--- src/rxsc_defs.vh ---
/*
 * rxsc_defs.vh: register offsets, field positions, reset values and
 * state codes for the receive status and collision register block.
 * Assumes: included by bare name from the design files only.
 */
`ifndef RXSC_DEFS_VH
`define RXSC_DEFS_VH

// register indices (byte address is the index x4)
`define RXSC_IDX_STATUS 8'h0B
`define RXSC_IDX_BITCTL 8'h0C
`define RXSC_IDX_COLL 8'h0D
`define RXSC_IDX_IRQ_STAT 8'h20
`define RXSC_IDX_IRQ_MASK 8'h21
`define RXSC_IDX_ERR 8'h22

// transceiver status fields
`define RXSC_ST_CIPHER 5
`define RXSC_ST_STATE_HI 2

// receive bit control fields
`define RXSC_BC_KEEP 7
`define RXSC_BC_ALIGN_HI 6
`define RXSC_BC_ALIGN_LO 4
`define RXSC_BC_COLLISION_AS_INTEGRITY_ERROR 3
`define RXSC_BC_LAST_HI 2

// collision info fields
`define RXSC_CI_VALID 7

// error flag bits
`define RXSC_ERR_INTEG 0
`define RXSC_ERR_COLL 1

// interrupt status bits
`define RXSC_IRQ_COLL 0
`define RXSC_IRQ_RXEND 1
`define RXSC_IRQ_CIPHER 2
`define RXSC_IRQ_W 3

// reset values
`define RXSC_BITCTL_RST 8'h80
`define RXSC_COLL_RST 8'h00

// link state codes
`define RXSC_LS_IDLE 3'h0
`define RXSC_LS_TRANSMIT_WAIT_STATE 3'h1
`define RXSC_LS_TX 3'h3
`define RXSC_LS_RECEIVE_WAIT_STATE 3'h5
`define RXSC_LS_WAITDATA 3'h6
`define RXSC_LS_RX 3'h7

// collision window: first 8 bytes, 64 bit positions
`define RXSC_COLL_LIMIT 7'h40

`endif

--- src/rxsc_bitpos.v ---
/*
 * rxsc_bitpos.v: per-bit alignment of received bits; tracks the aligned
 * bit position, tells where a bit lands, and masks bits after a collision.
 * Assumes: bit_valid pulses once per received data bit on aclk.
 */
`timescale 1ns/1ps
`include "rxsc_defs.vh"

module rxsc_bitpos (
  // clock and reset
  input wire aclk,
  input wire aresetn,
  // control
  input wire start,
  input wire [2:0] align,
  input wire keep_after,
  // received bit stream
  input wire bit_valid,
  input wire bit_data,
  input wire bit_coll,
  // results
  output reg [9:0] pos_r,
  output reg coll_seen_r,
  output wire out_data
);

  // bit is forced to zero once a collision was seen and keeping is off
  assign out_data = (coll_seen_r & ~keep_after) ? 1'b0 : bit_data;

  // position counts from the aligned start; wraps into next byte naturally
  always @(posedge aclk) begin
    if (!aresetn) begin
      pos_r <= 10'h000;
      coll_seen_r <= 1'b0;
    end else if (start) begin
      pos_r <= {7'h00, align};
      coll_seen_r <= 1'b0;
    end else if (bit_valid) begin
      pos_r <= pos_r + 10'h001;
      if (bit_coll)
        coll_seen_r <= 1'b1;
    end
  end

endmodule

--- src/rxsc_regs.v ---
/*
 * rxsc_regs.v: receive status and collision register bank with an
 * AXI4-Lite slave, error flags and a masked level interrupt.
 * Assumes: the receive decoder gives one-cycle pulses from logic on aclk;
 * link_state comes from the transceiver state machine on the same clock.
 * Bus timing: each ready pulses for one cycle while its channel is idle;
 * bvalid follows the second capture by one edge and rvalid rises on the
 * address handshake edge itself. Unmapped addresses answer SLVERR.
 * Hazards: reads see link_state one cycle late, because the state is
 * registered before it reaches the read mux. A write of the status word
 * can only clear the cipher bit; setting it needs the authentication
 * command, which wins over a clear in the same cycle.
 * Limitation: positions beyond the first 8 bytes are reported invalid;
 * the position counter is wide enough for any frame of this block.
 */
// The AXI4-Lite interface to the registers was left to the implementer.
// Operation
// report 3-bit transceiver state, code 100 unused
// bit 5 shows cipher; clearing turns off
// cipher set only by authentication command
// keep bit clear zeroes bits after collision
// first bit stored at aligned position
// align zero means byte-oriented reception
// no-collision bit makes collision set integrity error
// last byte valid bits, zero means whole
// decoder writes count at end, clears at start
// position valid only when position in range
// first collision zero-based data bit position
// positions reported only within first 8 bytes
// host reads position only when valid
// alignment offset added to collision position
// collision sets flag, cleared at receive start
// collision within end-of-frame sets no flag
// reserved bits read zero, writes ignored
`timescale 1ns/1ps
`include "rxsc_defs.vh"

module rxsc_regs (
  // clock and reset
  input wire aclk,
  input wire aresetn,
  // axi4-lite write address
  input wire [7:0] s_axi_awaddr,
  input wire s_axi_awvalid,
  output reg s_axi_awready,
  // axi4-lite write data
  input wire [31:0] s_axi_wdata,
  input wire [3:0] s_axi_wstrb,
  input wire s_axi_wvalid,
  output reg s_axi_wready,
  // axi4-lite write response
  output reg [1:0] s_axi_bresp,
  output reg s_axi_bvalid,
  input wire s_axi_bready,
  // axi4-lite read address
  input wire [7:0] s_axi_araddr,
  input wire s_axi_arvalid,
  output reg s_axi_arready,
  // axi4-lite read data
  output reg [31:0] s_axi_rdata,
  output reg [1:0] s_axi_rresp,
  output reg s_axi_rvalid,
  input wire s_axi_rready,
  // transceiver state machine
  input wire [2:0] link_state,
  input wire card_auth_command,
  // receive decoder events
  input wire rx_start,
  input wire rx_end,
  input wire rx_bit_valid,
  input wire rx_bit_data,
  input wire rx_bit_coll,
  input wire rx_in_eof,
  input wire rx_integrity_error,
  // outputs to the datapath
  output reg rx_out_valid,
  output reg rx_out_data,
  output reg card_cipher_active,
  output reg bit_oriented,
  output reg integrity_error,
  output reg collision_detected,
  output reg irq
);

  // register state
  reg [2:0] link_state_r;
  reg cipher_r;
  reg keep_r;
  reg [2:0] align_r;
  reg collision_as_integrity_error_r;
  reg [2:0] last_bits_r;
  reg coll_valid_r;
  reg [6:0] coll_pos_r;
  reg integ_r;
  reg collision_detected_r;
  reg [`RXSC_IRQ_W-1:0] irq_stat_r;
  reg [`RXSC_IRQ_W-1:0] irq_mask_r;

  // axi holding registers
  // address and data are held separately until both have arrived
  reg aw_have_r;
  reg w_have_r;
  reg [7:0] aw_addr_r;
  reg [31:0] w_data_r;
  reg [3:0] w_strb_r;

  // from the alignment helper
  wire [9:0] pos;
  wire coll_seen;
  wire masked_bit;

  rxsc_bitpos u_bitpos (
    .aclk(aclk),
    .aresetn(aresetn),
    .start(rx_start),
    .align(align_r),
    .keep_after(keep_r),
    .bit_valid(rx_bit_valid),
    .bit_data(rx_bit_data),
    .bit_coll(rx_bit_coll),
    .pos_r(pos),
    .coll_seen_r(coll_seen),
    .out_data(masked_bit)
  );

  // a collision counts only if it is not in the eof; first_coll marks the first counted one
  // the eof test keeps a collision inside the end-of-frame symbol from
  // raising any flag, position or interrupt
  wire coll_evt = rx_bit_valid & rx_bit_coll & ~rx_in_eof;
  wire first_coll = coll_evt & ~coll_seen;
  wire coll_in_range = (pos < {3'h0, `RXSC_COLL_LIMIT});

  // write decode
  // only byte lane 0 carries register bits; other lanes are ignored,
  // and a write with lane 0 off to a mapped address still gets an OKAY response
  wire do_write = aw_have_r & w_have_r & ~s_axi_bvalid;
  wire wr_lane0 = do_write & w_strb_r[0];
  wire wr_stat = wr_lane0 & (aw_addr_r == {`RXSC_IDX_STATUS, 2'b00});
  wire wr_bctl = wr_lane0 & (aw_addr_r == {`RXSC_IDX_BITCTL, 2'b00});
  wire wr_istat = wr_lane0 & (aw_addr_r == {`RXSC_IDX_IRQ_STAT, 2'b00});
  wire wr_imask = wr_lane0 & (aw_addr_r == {`RXSC_IDX_IRQ_MASK, 2'b00});
  wire wr_known = (aw_addr_r == {`RXSC_IDX_STATUS, 2'b00}) |
                  (aw_addr_r == {`RXSC_IDX_BITCTL, 2'b00}) |
                  (aw_addr_r == {`RXSC_IDX_COLL, 2'b00}) |
                  (aw_addr_r == {`RXSC_IDX_IRQ_STAT, 2'b00}) |
                  (aw_addr_r == {`RXSC_IDX_IRQ_MASK, 2'b00}) |
                  (aw_addr_r == {`RXSC_IDX_ERR, 2'b00});

  // status events for the interrupt register
  // each event is a single-cycle pulse; the collision event fires only
  // for the first collision of a frame, the cipher event only on a set
  wire [`RXSC_IRQ_W-1:0] irq_evt;
  assign irq_evt[`RXSC_IRQ_COLL] = coll_evt & ~collision_detected_r;
  assign irq_evt[`RXSC_IRQ_RXEND] = rx_end;
  assign irq_evt[`RXSC_IRQ_CIPHER] = card_auth_command & ~cipher_r;

  // axi write channel capture and response
  // each channel is captured in its own holding register, so address and
  // data may arrive in either order; the response waits for both and no
  // new capture starts until bready has taken the response
  always @(posedge aclk) begin
    if (!aresetn) begin
      aw_have_r <= 1'b0;
      w_have_r <= 1'b0;
      aw_addr_r <= 8'h00;
      w_data_r <= 32'h00000000;
      w_strb_r <= 4'h0;
      s_axi_awready <= 1'b0;
      s_axi_wready <= 1'b0;
      s_axi_bvalid <= 1'b0;
      s_axi_bresp <= 2'b00;
    end else begin
      s_axi_awready <= ~aw_have_r & ~s_axi_awready & ~s_axi_bvalid;
      s_axi_wready <= ~w_have_r & ~s_axi_wready & ~s_axi_bvalid;
      if (s_axi_awvalid & s_axi_awready) begin
        aw_have_r <= 1'b1;
        aw_addr_r <= s_axi_awaddr;
        s_axi_awready <= 1'b0;
      end
      if (s_axi_wvalid & s_axi_wready) begin
        w_have_r <= 1'b1;
        w_data_r <= s_axi_wdata;
        w_strb_r <= s_axi_wstrb;
        s_axi_wready <= 1'b0;
      end
      if (do_write) begin
        aw_have_r <= 1'b0;
        w_have_r <= 1'b0;
        s_axi_bvalid <= 1'b1;
        s_axi_bresp <= wr_known ? 2'b00 : 2'b10;
      end else if (s_axi_bvalid & s_axi_bready) begin
        s_axi_bvalid <= 1'b0;
      end
    end
  end

  // reset image of the bit control register, taken apart by field
  wire [7:0] bitctl_rst = `RXSC_BITCTL_RST;

  // software-controlled registers and the cipher bit
  // the cipher bit is shared between software and the command engine,
  // so the command has priority to keep a fresh authentication alive
  always @(posedge aclk) begin
    if (!aresetn) begin
      cipher_r <= 1'b0;
      keep_r <= bitctl_rst[`RXSC_BC_KEEP];
      align_r <= 3'h0;
      collision_as_integrity_error_r <= 1'b0;
      irq_mask_r <= {`RXSC_IRQ_W{1'b0}};
    end else begin
      // only the authentication command sets; a written zero clears
      if (card_auth_command)
        cipher_r <= 1'b1;
      else if (wr_stat & ~w_data_r[`RXSC_ST_CIPHER])
        cipher_r <= 1'b0;
      // reserved bits of the write are dropped
      if (wr_bctl) begin
        keep_r <= w_data_r[`RXSC_BC_KEEP];
        align_r <= w_data_r[`RXSC_BC_ALIGN_HI:`RXSC_BC_ALIGN_LO];
        collision_as_integrity_error_r <= w_data_r[`RXSC_BC_COLLISION_AS_INTEGRITY_ERROR];
      end
      if (wr_imask)
        irq_mask_r <= w_data_r[`RXSC_IRQ_W-1:0];
    end
  end

  // decoder-updated fields: last bits, collision info and error flags
  // start of reception wins over every event in the same cycle, so a
  // stale collision of the previous frame never leaks into the new one;
  // only the first counted collision loads the position
  always @(posedge aclk) begin
    if (!aresetn) begin
      last_bits_r <= 3'h0;
      coll_valid_r <= 1'b0;
      coll_pos_r <= 7'h00;
      integ_r <= 1'b0;
      collision_detected_r <= 1'b0;
    end else if (rx_start) begin
      last_bits_r <= 3'h0;
      coll_valid_r <= 1'b0;
      coll_pos_r <= 7'h00;
      integ_r <= 1'b0;
      collision_detected_r <= 1'b0;
    end else begin
      // count of valid bits in the last byte, only in bit mode
      if (rx_end & (align_r != 3'h0))
        last_bits_r <= pos[2:0];
      if (coll_evt)
        collision_detected_r <= 1'b1;
      if (rx_integrity_error | (coll_evt & collision_as_integrity_error_r))
        integ_r <= 1'b1;
      // first collision position, aligned, within first 8 bytes
      if (first_coll & ~rx_in_eof) begin
        coll_pos_r <= coll_in_range ? pos[6:0] : 7'h00;
        coll_valid_r <= coll_in_range;
      end
    end
  end

  // sticky interrupt status, write one to clear, set wins
  // so no event is lost when software clears status while the decoder
  // raises the same bit
  always @(posedge aclk) begin
    if (!aresetn) begin
      irq_stat_r <= {`RXSC_IRQ_W{1'b0}};
    end else begin
      irq_stat_r <= (irq_stat_r &
        ~(wr_istat ? w_data_r[`RXSC_IRQ_W-1:0] : {`RXSC_IRQ_W{1'b0}}))
        | irq_evt;
    end
  end

  // registered outputs
  // every top-level output is a flip-flop; the levels lag the register
  // state by one cycle
  always @(posedge aclk) begin
    if (!aresetn) begin
      link_state_r <= `RXSC_LS_IDLE;
      rx_out_valid <= 1'b0;
      rx_out_data <= 1'b0;
      card_cipher_active <= 1'b0;
      bit_oriented <= 1'b0;
      integrity_error <= 1'b0;
      collision_detected <= 1'b0;
      irq <= 1'b0;
    end else begin
      link_state_r <= link_state;
      rx_out_valid <= rx_bit_valid;
      rx_out_data <= masked_bit;
      card_cipher_active <= cipher_r;
      bit_oriented <= (align_r != 3'h0);
      integrity_error <= integ_r;
      collision_detected <= collision_detected_r;
      irq <= |(irq_stat_r & irq_mask_r);
    end
  end

  // read data mux, reserved bits zero
  // the mux follows araddr directly; the master holds the address until
  // the handshake edge, at which the data word is captured
  reg [31:0] rd_mux;
  reg rd_known;
  always @* begin
    rd_mux = 32'h00000000;
    rd_known = 1'b1;
    case (s_axi_araddr)
      {`RXSC_IDX_STATUS, 2'b00}:
        rd_mux[7:0] = {2'b00, cipher_r, 2'b00, link_state_r};
      {`RXSC_IDX_BITCTL, 2'b00}:
        rd_mux[7:0] = {keep_r, align_r, collision_as_integrity_error_r, last_bits_r};
      {`RXSC_IDX_COLL, 2'b00}:
        rd_mux[7:0] = {coll_valid_r, coll_pos_r};
      {`RXSC_IDX_IRQ_STAT, 2'b00}:
        rd_mux[`RXSC_IRQ_W-1:0] = irq_stat_r;
      {`RXSC_IDX_IRQ_MASK, 2'b00}:
        rd_mux[`RXSC_IRQ_W-1:0] = irq_mask_r;
      {`RXSC_IDX_ERR, 2'b00}:
        rd_mux[1:0] = {collision_detected_r, integ_r};
      default:
        rd_known = 1'b0;
    endcase
  end

  // axi read channel: address taken, data one cycle later
  // arready stays low while a read answer is pending, so only one read
  // is ever under way
  always @(posedge aclk) begin
    if (!aresetn) begin
      s_axi_arready <= 1'b0;
      s_axi_rvalid <= 1'b0;
      s_axi_rdata <= 32'h00000000;
      s_axi_rresp <= 2'b00;
    end else begin
      s_axi_arready <= ~s_axi_rvalid & ~s_axi_arready & ~s_axi_arvalid
                       | (~s_axi_rvalid & ~s_axi_arready);
      if (s_axi_arvalid & s_axi_arready) begin
        s_axi_arready <= 1'b0;
        s_axi_rvalid <= 1'b1;
        s_axi_rdata <= rd_mux;
        s_axi_rresp <= rd_known ? 2'b00 : 2'b10;
      end else if (s_axi_rvalid & s_axi_rready) begin
        s_axi_rvalid <= 1'b0;
      end
    end
  end

endmodule

--- config.mk ---
export PLATFORM = sky130hd
export DESIGN_NAME = rxsc_regs
export DESIGN_NICKNAME = d
export VERILOG_FILES = /design/src/rxsc_bitpos.v /design/src/rxsc_regs.v
export VERILOG_INCLUDE_DIRS = /design/src
export SDC_FILE = /design/constraint.sdc
export NUM_CORES = 1
export LEC_CHECK = 0
export BUFFER_PORTS_ARGS = -buffer_cell sky130_fd_sc_hd__buf_2
export CORE_MARGIN = 2
export CORE_UTILIZATION = 30
export DETAILED_ROUTE_END_ITERATION = 6
export PLACE_DENSITY_LB_ADDON = 0.2
export SYNTH_ARGS = -nofsm -noshare
export SYNTH_HDL_FRONTEND = slang
export SYNTH_SLANG_ARGS = --single-unit
--- constraint.sdc ---
create_clock -name aclk -period 1.82 [get_ports aclk]
set_input_delay 0.273 -clock aclk [delete_from_list [all_inputs] [get_ports aclk]]
set_output_delay 0.273 -clock aclk [all_outputs]
set_load 0.01 [all_outputs]
======== Yosys cells after proc, flatten, opt, wreduce, memory -nomap -nowiden ========
Index checks and enable logic that the tools add are counted.
cells by class
  $mul .................................... 0
  $add $sub $neg .......................... 1
  magnitude comparators ................... 1
  muxes and demuxes ....................... 16
  div/mod/pow operators ................... 0
  bitwise gates (word level) .............. 54
  shift-type cells ........................ 0
  equality and inequality tests ........... 12
  reduce and logical (&&, ||, !) cells .... 14
operators by type and width
  kind                   count
  $eq 8x6->1 const B     6
  $eq 8x8->1 const B     6
  $and 1x1->1            28
  $not 1->1              15
  $pmux 5 s3             1
  $pmux 2 s6             1
  $reduce_or 2->1        6
  $add 10x1->10 const B  1
  $lt 10x7->1 const B    1
  $mux 3                 3
  $reduce_bool 2->1      4
  $mux 1                 7
  $mux 7                 1
  $or 1x1->1             7
  $and 3x3->3            2
  $reduce_or 6->1        1
  $pmux 1 s5             1
  $mux 2                 2
  $not 3->3              1
  $or 3x3->3             1
  $reduce_bool 3->1      1
  $reduce_or 3->1        1
  $reduce_and 2->1       1
word-level totals
  bits of input ports ..................... 70
  register bits after elaboration ......... 82
  word-level logic and storage cells ...... 133
  memories kept ........................... 0
  bits in latches ......................... 0
  memory bits (writable) .................. 0
  memory bits (read-only) ................. 0

======== Longest topological paths before layout ========
Gate-level depths: netlist (run 1).
  word-level depth ........................ 8
  depth in mapped cells ................... 6
  mapped depth without buffers ............ 5

======== Modules after synthesis ========
From an unflattened synthesis (run 1), not the netlist that was laid out.
unflattened totals
  cells, all modules ...................... 396
  area total of the unflattened synthesis .. 3,559.7 um^2
by module, submodules not included
  module       cells an instance  area each (um^2)  times used  sequential area each (um^2)
  rxsc_regs    338                3,030.4           1           1,381.3
  rxsc_bitpos  58                 529.3             1           220.2

======== Worst setup path before layout (run 1) ========
OpenSTA, ideal clock, no wires.
  path kind ............................... reg-to-reg
  from .................................... reg s_axi_bvalid
  to ...................................... reg keep_r
  library setup time ...................... 0.138 ns
  path slack .............................. 0.592 ns
  arrival ................................. 1.091 ns
  stages on the path, launching flop included .. 6
  required time ........................... 1.682 ns
  cells stage by stage .................... dfxtp_1 and4b_1 and4b_1 buf_2 nand2_1 o211ai_1
on the way
  longest elaborated chain between the ends .. 4
RTL lines
  element                 RTL line         text
  start, declared         rxsc_regs.v:53   output reg s_axi_bvalid,
  start signal, assigned  rxsc_regs.v:170  s_axi_bvalid <= 1'b0;
  start signal, assigned  rxsc_regs.v:189  s_axi_bvalid <= 1'b1;
  start signal, assigned  rxsc_regs.v:192  s_axi_bvalid <= 1'b0;
  $not 1->1               rxsc_regs.v:136  wire do_write = aw_have_r & w_have_r & ~s_axi_bvalid;
  $and 1x1->1             rxsc_regs.v:136
  $and 1x1->1             rxsc_regs.v:137  wire wr_lane0 = do_write & w_strb_r[0];
  $and 1x1->1             rxsc_regs.v:139  wire wr_bctl = wr_lane0 & (aw_addr_r == {`RXSC_IDX_BITCTL, 2'b00});
  end signal, assigned    rxsc_regs.v:206  keep_r <= bitctl_rst[`RXSC_BC_KEEP];
  end signal, assigned    rxsc_regs.v:218  keep_r <= w_data_r[`RXSC_BC_KEEP];
  end, declared           rxsc_regs.v:88   reg keep_r;
Every way passes these cells.
A chain may end at the register's enable or synchronous reset.

======== Final worst setup path (run 1) ========
  from .................................... reg aw_addr_r[0]
  to ...................................... reg align_r[1]
on the way
  longest elaborated chain between the ends .. 2
RTL lines
  element                 RTL line         text
  start, declared         rxsc_regs.v:103  reg [7:0] aw_addr_r;
  start signal, assigned  rxsc_regs.v:177  aw_addr_r <= s_axi_awaddr;
  $eq 8x6->1              rxsc_regs.v:139
  $and 1x1->1             rxsc_regs.v:139
  end signal, assigned    rxsc_regs.v:219  align_r <= w_data_r[`RXSC_BC_ALIGN_HI:`RXSC_BC_ALIGN_LO];
  end, declared           rxsc_regs.v:89   reg [2:0] align_r;
Every way passes these cells.

==> results.py, run 1 <==
metrics = {
    "status": {
        "outcome": "finished, final reports clean",
    },
    "worst_setup_path": {
        "r2r.worst_path.cells": 4,
        "required_ps": 2070,
        "path_class": "flip-flop to flip-flop",
        "arrival_ps": 1670,
        "cpPeakStageDelay_ps": 450,
        "crit_fanout": 10,
        "cp_slowest_cell": "and4b_1",
        "r2r-start": "aw_addr_r[0]",
        "crit_path_start_kind": "flip-flop",
        "worstReg2RegEnd": "align_r[1]",
        "rrSetupSlack_ps": 400,
        "path_cells": "nor4_2 > and4b_1 > nand3_1 > o21ai_1",
        "crit_path_end_kind": "flip-flop",
    },
    "sta": {
        "fin_hold_ws_ps": 156,
        "min_period_over_period_pct": 78.1,
        "skew_ps": 5.54,
        "fmax_mhz": 704,
        "hold_violations": 0,
        "fin_setup_tns_ps": 0,
        "rsz0062_at_grt": "no",
        "final_max_slew_viol_count": 0,
        "setup_viol": 0,
        "period_needed_ps": 1420,
    },
    "run": {
        "drv_cap": 0,
    },
    "final_layout": {
        "final_cell_area_um2": 4220,
        "fin_nets": 534,
        "final_core_util_pct": 36.8,
        "final_cell_mix": "dfxtp_1 (80), buf_2 (64), nand2_1 (55), conb_1 (26), nor2_1 (22)",
        "syn2layout_area_growth_pct": 19.1,
        "drive_above_1_share_pct": 21.2,
        "antenna_cells": 0,
        "layout_commonest_cell": "dfxtp_1",
    },
    "drt": {
        "wl_um": 8080,
        "drtIter0Drc": 126,
        "drc": 0,
        "firstDrtPassIters": 4,
        "post_drt_wl_per_cell_um": 13.3,
        "viasPerCell": 4.70,
        "ant_nets": 0,
        "vias": 2864,
    },
    "min_path": {
        "hold_end": "link_state_r[0]",
        "min_path_type": "primary input to flip-flop",
        "min_from": "link_state[0]",
        "hold_depth": 2,
    },
    "die": {
        "std_cell_rows": 39,
        "die_w_um": 113,
        "start_util_pct": 30.9,
        "die_h_um": 113,
        "die_area_um2": 12700,
        "ioPinCount": 118,
        "coreArea_um2": 11500,
    },
    "pwr": {
        "seqPwrFrac_pct": 47.4,
        "clock_power_share_pct": 44.8,
        "power_frac_comb_pct": 7.8,
        "p_int_mw": 3.02,
        "power_density_nw_per_um2": 926,
        "power_leakage_nw": 1.70,
        "ir_drop_uv": 494,
        "switching_share_pct": 22.8,
        "power_switching_mw": 0.890,
    },
    "logic_synthesis": {
        "ys_ff_latch": 80,
        "synth_ff_type": "dfxtp_1",
        "netlist_area_um2": 3540,
        "synth_cell_types": 55,
        "synth.avg_cell_area_um2": 8.92,
        "synth_area_leaders": "dfxtp_1 (45%), buf_4 (5.9%), nand2_1 (5.8%), a21boi_0 (3.6%), mux2i_1 (3.1%)",
        "synth_top_area_share_pct": 45.2,
        "ys_seq_area_share_pct": 45.2,
        "synth_area_leader_cell": "dfxtp_1",
        "synth_edf_count": 0,
        "yosysWarnings": 0,
        "synthCells": 397,
        "ys_async_sr_fraction_pct": 0,
    },
    "grt": {
        "antenna_found_initial": 0,
        "overflow": 0,
        "grt_pass1_wl_um": 13400,
        "grt.total_usage_pct": 13.2,
        "grt_pass1_vias": 2644,
        "grt_max_degree": 42,
    },
    "clock_tree": {
        "cts_tree": "built",
        "clock_tree.buffer_depth": 2,
        "postCtsHoldBufs": 0,
        "cts_buffers": 9,
        "clk_pin_slew_worst_paths_ps": 60,
        "cts.htree.levels": 3,
        "postCtsResizedCells": 0,
        "clock_latency_ps": 320,
        "post_cts_buffers": 0,
        "cts.sinks": 80,
        "cts_root_buffer": "clkbuf_16",
    },
    "placement": {
        "routabilityCongestion": 0.766,
        "dp_hpwl_um": 6020,
        "place_area_um2": 3930,
        "port_buffers": 64,
    },
}
==> worst max path at each step <==
stage	startpoint	end	slack, ps	depth (start not counted)
after floorplan	s_axi_bvalid	keep_r	590	5
after global placement	rx_in_eof	coll_pos_r[3]	320	5
after detailed placement	rx_in_eof	coll_pos_r[3]	350	5
after CTS	aw_addr_r[0]	align_r[1]	370	4
after global routing	aw_addr_r[7]	irq_mask_r[0]	210	4
final	aw_addr_r[0]	align_r[1]	400	4
==> cells by family (layout without fill, tap and decap cells) <==
kind of cell / after synthesis / count (layout) / share of synthesized area (%)
XOR/XNOR: 7 / 7 / 1.73
buffers and inverters: 47 / 91 / 8.12
AO/OA/AOI/OAI: 82 / 82 / 15.2
adder cells (fa/ha/maj): 1 / 1 / 0.353
flip-flops: 80 / 80 / 45.2
AND/OR/NAND/NOR: 166 / 166 / 25.5
other: 1 / 26 / 0.106
multiplexers: 13 / 13 / 3.74
==> critical path: cells and delay by family (launching register included) <==
kind             cells  cell delay [ps]
flip-flops           1              330
AND/OR/NAND/NOR      3              930
AO/OA/AOI/OAI        1               90
==> cell usage after synthesis, types with 2 or more instances <==
cell type / n
o21ai_1: 13
dfxtp_1: 80
clkbuf_1: 11
mux2i_1: 11
o21ai_0: 15
inv_1: 3
and3_1: 2
and2_1: 17
nor2b_1: 5
a21oi_1: 8
xor2_1: 4
buf_4: 28
a22oi_1: 7
nand2_1: 55
xnor2_1: 3
nand3_1: 21
nor3_1: 7
nand4_1: 6
nor3b_1: 5
buf_2: 5
and3b_1: 2
mux2_2: 2
o211ai_1: 2
nor3b_2: 2
nand2b_1: 4
a31oi_1: 6
a21boi_0: 17
nand3b_1: 2
nor2_1: 22
or3_1: 3
and4b_1: 4
nor4_2: 2
==> state kept, by name, indices dropped and copies added, names as in the netlist, 3 cells and up <==
name / count
u_bitpos.pos_r: 10
aw_addr_r: 8
s_axi_rdata: 8
w_data_r: 8
coll_pos_r: 7
align_r: 3
irq_mask_r: 3
irq_stat_r: 3
last_bits_r: 3
link_state_r: 3
==> per-layer routing <==
layer / global-route usage, % / part of all wire (%)
met1: 18.7 / 50
met2: 20.1 / 44
met3: 2.65 / 4.3
met4: 4.88 / 1.2
met5: 0 / 0
==> cell type report <==
| class | count | area [um2] |
|---|---|---|
| multi-input cells | 295 | 1750 |
| clock buffers | 11 | 243 |
| fillers | 1192 | 7250 |
| clock inverters | 3 | 43.8 |
| inverters | 3 | 11.3 |
| well taps | 143 | 179 |
| repair buffers | 74 | 395 |
| flip-flops and latches | 80 | 1600 |
==> metrics by stage <==
step / total power, mW / std cells / setup WS [ps]
after global routing: 4.09 / 609 / 209
final: 3.91 / 609 / 399
after detailed placement: 2.20 / 595 / 347
after floorplan: 2.11 / 422 / 592
after global placement: 2.19 / 595 / 321
after CTS: 3.96 / 609 / 366
==> power by group through the flow <==
| stage | registers [mW] | logic [mW] | clock network [mW] |
|---|---|---|---|
| after detailed placement | 1.89 | 0.308 | 0 |
| after global placement | 1.89 | 0.304 | 0 |
| final | 1.85 | 0.305 | 1.75 |
| after global routing | 1.86 | 0.346 | 1.88 |
| after CTS | 1.85 | 0.309 | 1.80 |
| after floorplan | 1.88 | 0.226 | 0 |
Note: power is estimated with default switching activity, not from simulation.
==> inputs of run 2 (changes only) <==
==> constraint.sdc (replaced) <==
create_clock -name aclk -period 1.2 [get_ports aclk]
set_input_delay 0.18 -clock aclk [delete_from_list [all_inputs] [get_ports aclk]]
set_output_delay 0.18 -clock aclk [all_outputs]
set_load 0.01 [all_outputs]
==> results.py, run 2 (synthesis results as in run 1) <==
metrics = {
    "status": {
        "outcome": "finished, violations left",
        "violations": "negative setup slack",
    },
    "sta": {
        "fmax_mhz": 749,
        "fin_setup_tns_ps": -1560,
        "period_needed_ps": 1340,
        "skew_ps": 4.76,
        "min_period_over_period_pct": 111,
        "final_max_slew_viol_count": 0,
        "final.setup.worst_slack_ps": -135,
        "hold_violations": 0,
        "rsz0062_at_grt": "yes",
        "setup_viol": 20,
    },
    "clock_tree": {
        "cts.htree.levels": 3,
        "cts_tree": "built",
        "clk_pin_slew_worst_paths_ps": 60,
        "cts.sinks": 80,
        "clock_latency_ps": 340,
        "cts_buffers": 9,
        "clock_tree.buffer_depth": 2,
        "cts_root_buffer": "clkbuf_16",
    },
    "die": {
        "die_h_um": 113,
        "ioPinCount": 118,
        "coreArea_um2": 11500,
        "start_util_pct": 30.9,
        "die_w_um": 113,
        "die_area_um2": 12700,
        "std_cell_rows": 39,
    },
    "final_layout": {
        "fin_nets": 580,
        "final_cell_area_um2": 4760,
        "largest_register_ff_count": 10,
        "syn2layout_area_growth_pct": 34.5,
        "final_cell_mix": "dfxtp_1 (66), buf_2 (64), nand2_1 (55), buf_4 (50), conb_1 (26)",
        "top_register": "u_bitpos.pos_r",
        "layout_commonest_cell": "dfxtp_1",
        "antenna_cells": 0,
        "drive_above_1_share_pct": 36.3,
        "final_core_util_pct": 41.5,
    },
    "placement": {
        "place_area_um2": 4280,
        "routabilityCongestion": 0.769,
        "port_buffers": 64,
        "dpl_worst_slack_ps": -155,
        "dp_hpwl_um": 6390,
    },
    "min_path": {
        "min_path_type": "primary input to flip-flop",
        "hold_depth": 2,
        "hold_end": "link_state_r[1]",
        "min_from": "link_state[1]",
    },
    "drt": {
        "drc": 0,
        "vias": 3041,
        "wl_um": 8570,
        "firstDrtPassIters": 4,
        "ant_nets": 0,
        "post_drt_wl_per_cell_um": 13.1,
        "viasPerCell": 4.64,
        "drtIter0Drc": 96,
    },
    "pwr": {
        "power_leakage_nw": 1.98,
        "power_mw": 6.09,
        "power_density_nw_per_um2": 1280,
        "ir_drop_uv": 674,
    },
    "worst_setup_path": {
        "r2r-start": "u_bitpos.pos_r[6]",
        "worstReg2RegEnd": "coll_pos_r[0]",
        "crit_fanout": 7,
        "rrSetupSlack_ps": -140,
        "path_class": "flip-flop to flip-flop",
        "crit_path_start_kind": "flip-flop",
        "required_ps": 1480,
        "r2r.worst_path.cells": 4,
        "arrival_ps": 1610,
        "crit_path_end_kind": "flip-flop",
    },
    "grt": {
        "grt_pass1_vias": 2961,
        "met1_usage_pct": 19.2,
        "busiest_layer": "met2",
        "grt.total_usage_pct": 14.2,
        "grt_pass1_wl_um": 14300,
        "use_met3_pct": 4.00,
        "antenna_found_initial": 0,
        "grt_max_degree": 31,
        "overflow": 0,
        "use_met2_pct": 21.5,
    },
    "run": {
        "drv_cap": 0,
    },
}
run 2: worst max path at each step:
| stage | startpoint | to | slack, ps |
|---|---|---|---|
| floorplan | u_bitpos.pos_r[6] | coll_pos_r[2] | -10 |
| global placement | aw_addr_r[0] | irq_mask_r[2] | -110 |
| detailed placement | aw_addr_r[0] | collision_as_integrity_error_r | -150 |
| CTS | aw_addr_r[0] | collision_as_integrity_error_r | -100 |
| global route | aw_addr_r[1] | align_r[1] | -210 |
| finish | u_bitpos.pos_r[6] | coll_pos_r[0] | -140 |
run 2: per-stage QoR:
stage	hold WS [ps]	instances
floorplan	305	422
detailed placement	397	636
global route	45.2	656
CTS	37.6	652
global placement	392	636
finish	53.8	656
run 2: final cells by class:
cell class / count / area, um2
repair buffers: 120 / 790
flip-flops and latches: 80 / 1620
well taps: 143 / 179
clock inverters: 4 / 45.0
fillers: 1134 / 6700
multi-input cells: 295 / 1870
inverters: 3 / 11.3
clock buffers: 11 / 243
run 2: worst max-delay path: stages (launching register included):
cell,delay [ps]
dfxtp_2,320
or4_4,540
nor2_4,230
a22oi_1,100
nor2_1,90
run 2: what timing repair did:
action,CTS,global route
pin swaps,7,12
setup buffers,1,3
cloned,0,1
gates resized for setup,11,34
hold buffers,0,0
endpoints found under the setup margin,22,30
run 2: metal layers:
layer	up-vias	wire, um	share of wire [%]
met5	-	0	0
met4	0	137	1.6
met3	9	436	5.1
met2	75	3820	45
met1	1395	4180	49
li1	1562	-	-
run 2: power breakdown:
group | switching [mW] | total (mW) | internal [mW]
clock network | 1.05 | 2.70 | 1.65
registers | 0.0612 | 2.80 | 2.74
logic | 0.314 | 0.595 | 0.281
total | 1.43 | 6.09 | 4.67
==> inputs of run 3 (changes only) <==
==> constraint.sdc (replaced) <==
create_clock -name aclk -period 1.7 [get_ports aclk]
set_input_delay 0.255 -clock aclk [delete_from_list [all_inputs] [get_ports aclk]]
set_output_delay 0.255 -clock aclk [all_outputs]
set_load 0.01 [all_outputs]
==> results.py, run 3 (synthesis results as in run 1) <==
metrics = {
    "worst_setup_path": {
        "rrSetupSlack_ps": 290,
        "path_buf_inv": 0,
        "path_class": "flip-flop to flip-flop",
        "path_delay_family": "simple AND/OR/NAND/NOR gates",
        "path_cells": "nor4_2 > and4b_1 > nand3_1 > o21ai_1",
        "crit_fanout": 10,
        "arrival_ps": 1670,
        "crit_path_end_kind": "flip-flop",
        "r2r.worst_path.cells": 4,
        "worstReg2RegEnd": "align_r[2]",
        "crit_path_start_kind": "flip-flop",
        "required_ps": 1960,
        "r2r-start": "aw_addr_r[0]",
        "cp_slowest_cell": "and4b_1",
        "cpPeakStageDelay_ps": 450,
    },
    "sta": {
        "fin_hold_ws_ps": 126,
        "slew_headroom_pct": 66.4,
        "period_needed_ps": 1410,
        "min_period_over_period_pct": 82.8,
        "fmax_mhz": 710,
        "fin_setup_tns_ps": 0,
        "hold_violations": 0,
        "skew_ps": 8.27,
        "rsz0062_at_grt": "no",
        "worst-slew-pin-transition_ps": 504,
        "setup_viol": 0,
        "final_max_slew_viol_count": 0,
        "final.setup.worst_slack_ps": 292,
    },
    "pwr": {
        "clock_power_share_pct": 44.0,
        "switching_share_pct": 23.3,
        "power_density_nw_per_um2": 976,
        "power_switching_mw": 0.964,
        "seqPwrFrac_pct": 47.7,
        "power_mw": 4.14,
        "power_frac_comb_pct": 8.3,
        "power_leakage_nw": 1.72,
        "p_int_mw": 3.18,
        "ir_drop_uv": 364,
    },
    "grt": {
        "overflow": 0,
        "grt_pass1_wl_um": 13300,
        "grt.total_usage_pct": 13.3,
        "grt_pass1_vias": 2638,
        "grt_max_degree": 72,
        "antenna_found_initial": 0,
    },
    "drt": {
        "drtIter0Drc": 93,
        "post_drt_wl_per_cell_um": 13.2,
        "firstDrtPassIters": 4,
        "viasPerCell": 4.66,
        "wl_um": 8060,
        "ant_nets": 0,
        "vias": 2853,
        "drc": 0,
    },
    "final_layout": {
        "layout_commonest_cell": "dfxtp_1",
        "final_cell_mix": "dfxtp_1 (80), buf_2 (64), nand2_1 (55), conb_1 (26), nor2_1 (22)",
        "final_cell_area_um2": 4250,
        "stdcell_count": 612,
        "final_core_util_pct": 37.0,
        "antenna_cells": 0,
        "sequential_cell_area_um2": 1600,
        "multiInputGateArea_um2": 1750,
        "fill_cells": 1196,
        "largest_register_ff_count": 10,
        "syn2layout_area_growth_pct": 19.9,
        "top_register": "u_bitpos.pos_r",
        "fin_nets": 536,
        "drive_above_1_share_pct": 21.7,
    },
    "clock_tree": {
        "postCtsResizedCells": 0,
        "clock_latency_ps": 330,
        "clock_tree.buffer_depth": 2,
        "post_cts_buffers": 0,
        "cts_tree": "built",
        "cts_root_buffer": "clkbuf_16",
        "cts.sinks": 80,
        "postCtsHoldBufs": 0,
        "cts.htree.levels": 3,
        "clk_pin_slew_worst_paths_ps": 60,
        "cts_buffers": 9,
    },
    "die": {
        "start_util_pct": 30.9,
        "die_h_um": 113,
        "die_area_um2": 12700,
        "ioPinCount": 118,
        "coreArea_um2": 11500,
        "die_w_um": 113,
        "std_cell_rows": 39,
    },
    "placement": {
        "dpl_worst_slack_ps": 180,
        "place_area_um2": 3960,
        "routabilityCongestion": 0.783,
        "dp_hpwl_um": 5970,
        "dp.cells": 597,
        "port_buffers": 64,
    },
    "status": {
        "outcome": "finished, final reports clean",
    },
    "min_path": {
        "min_path_type": "primary input to flip-flop",
        "hold_depth": 2,
        "min_from": "link_state[1]",
        "hold_end": "link_state_r[1]",
    },
    "run": {
        "drv_cap": 0,
    },
}
-- run 3: cell types whose count changed in the layout (fill, tap and decap cells not counted), sizes merged --
cell / change
bufinv: -1
clkbuf: +2
buf: -44
clkinv: -1
-- run 3: worst max path at each step --
stage | endpoint | slack [ps] | start | cells past startpoint
after detailed placement | s_axi_rresp[1] | 180 | s_axi_araddr[2] | 5
after global placement | s_axi_rresp[1] | 230 | s_axi_araddr[2] | 5
after global routing | irq_mask_r[1] | 120 | aw_addr_r[7] | 4
after floorplan | keep_r | 470 | s_axi_bvalid | 5
final | align_r[2] | 290 | aw_addr_r[0] | 4
after CTS | align_r[1] | 250 | aw_addr_r[0] | 4
-- run 3: final cells by class --
cell class                 instances  share of cell area, %
tap                              143                   4.21
clock inverter                     2                  0.324
clock buffer                      13                   6.37
sequential                        80                   37.7
inverter                           3                  0.265
multi-input combinational        295                   41.1
timing repair buffer              76                   9.96
-- run 3: layer usage --
layer  GRT usage (%)  wire [um]  vias up  part of all wire [%]
met5               0          0        -                     0
met4            5.20        102        0                   1.3
met3            3.78        440        9                   5.5
met2            19.8       3480       72                    43
met1            18.2       4030     1293                    50
li1                -          -     1479                     -
-- run 3: power by group through the flow --
| stage | combinational, mW | sequential [mW] | clock [mW] |
|---|---|---|---|
| final | 0.343 | 1.98 | 1.82 |
| after global placement | 0.341 | 2.02 | 0 |
| after global routing | 0.385 | 1.99 | 1.96 |
| after detailed placement | 0.346 | 2.02 | 0 |
| after CTS | 0.348 | 1.98 | 1.88 |
| after floorplan | 0.242 | 2.02 | 0 |
-- run 3: worst reg2reg max path, stage by stage, from the launching register on --
cell     delay (ps)
dfxtp_1         320
nor4_2          360
and4b_1         460
nand3_1         120
o21ai_1          80
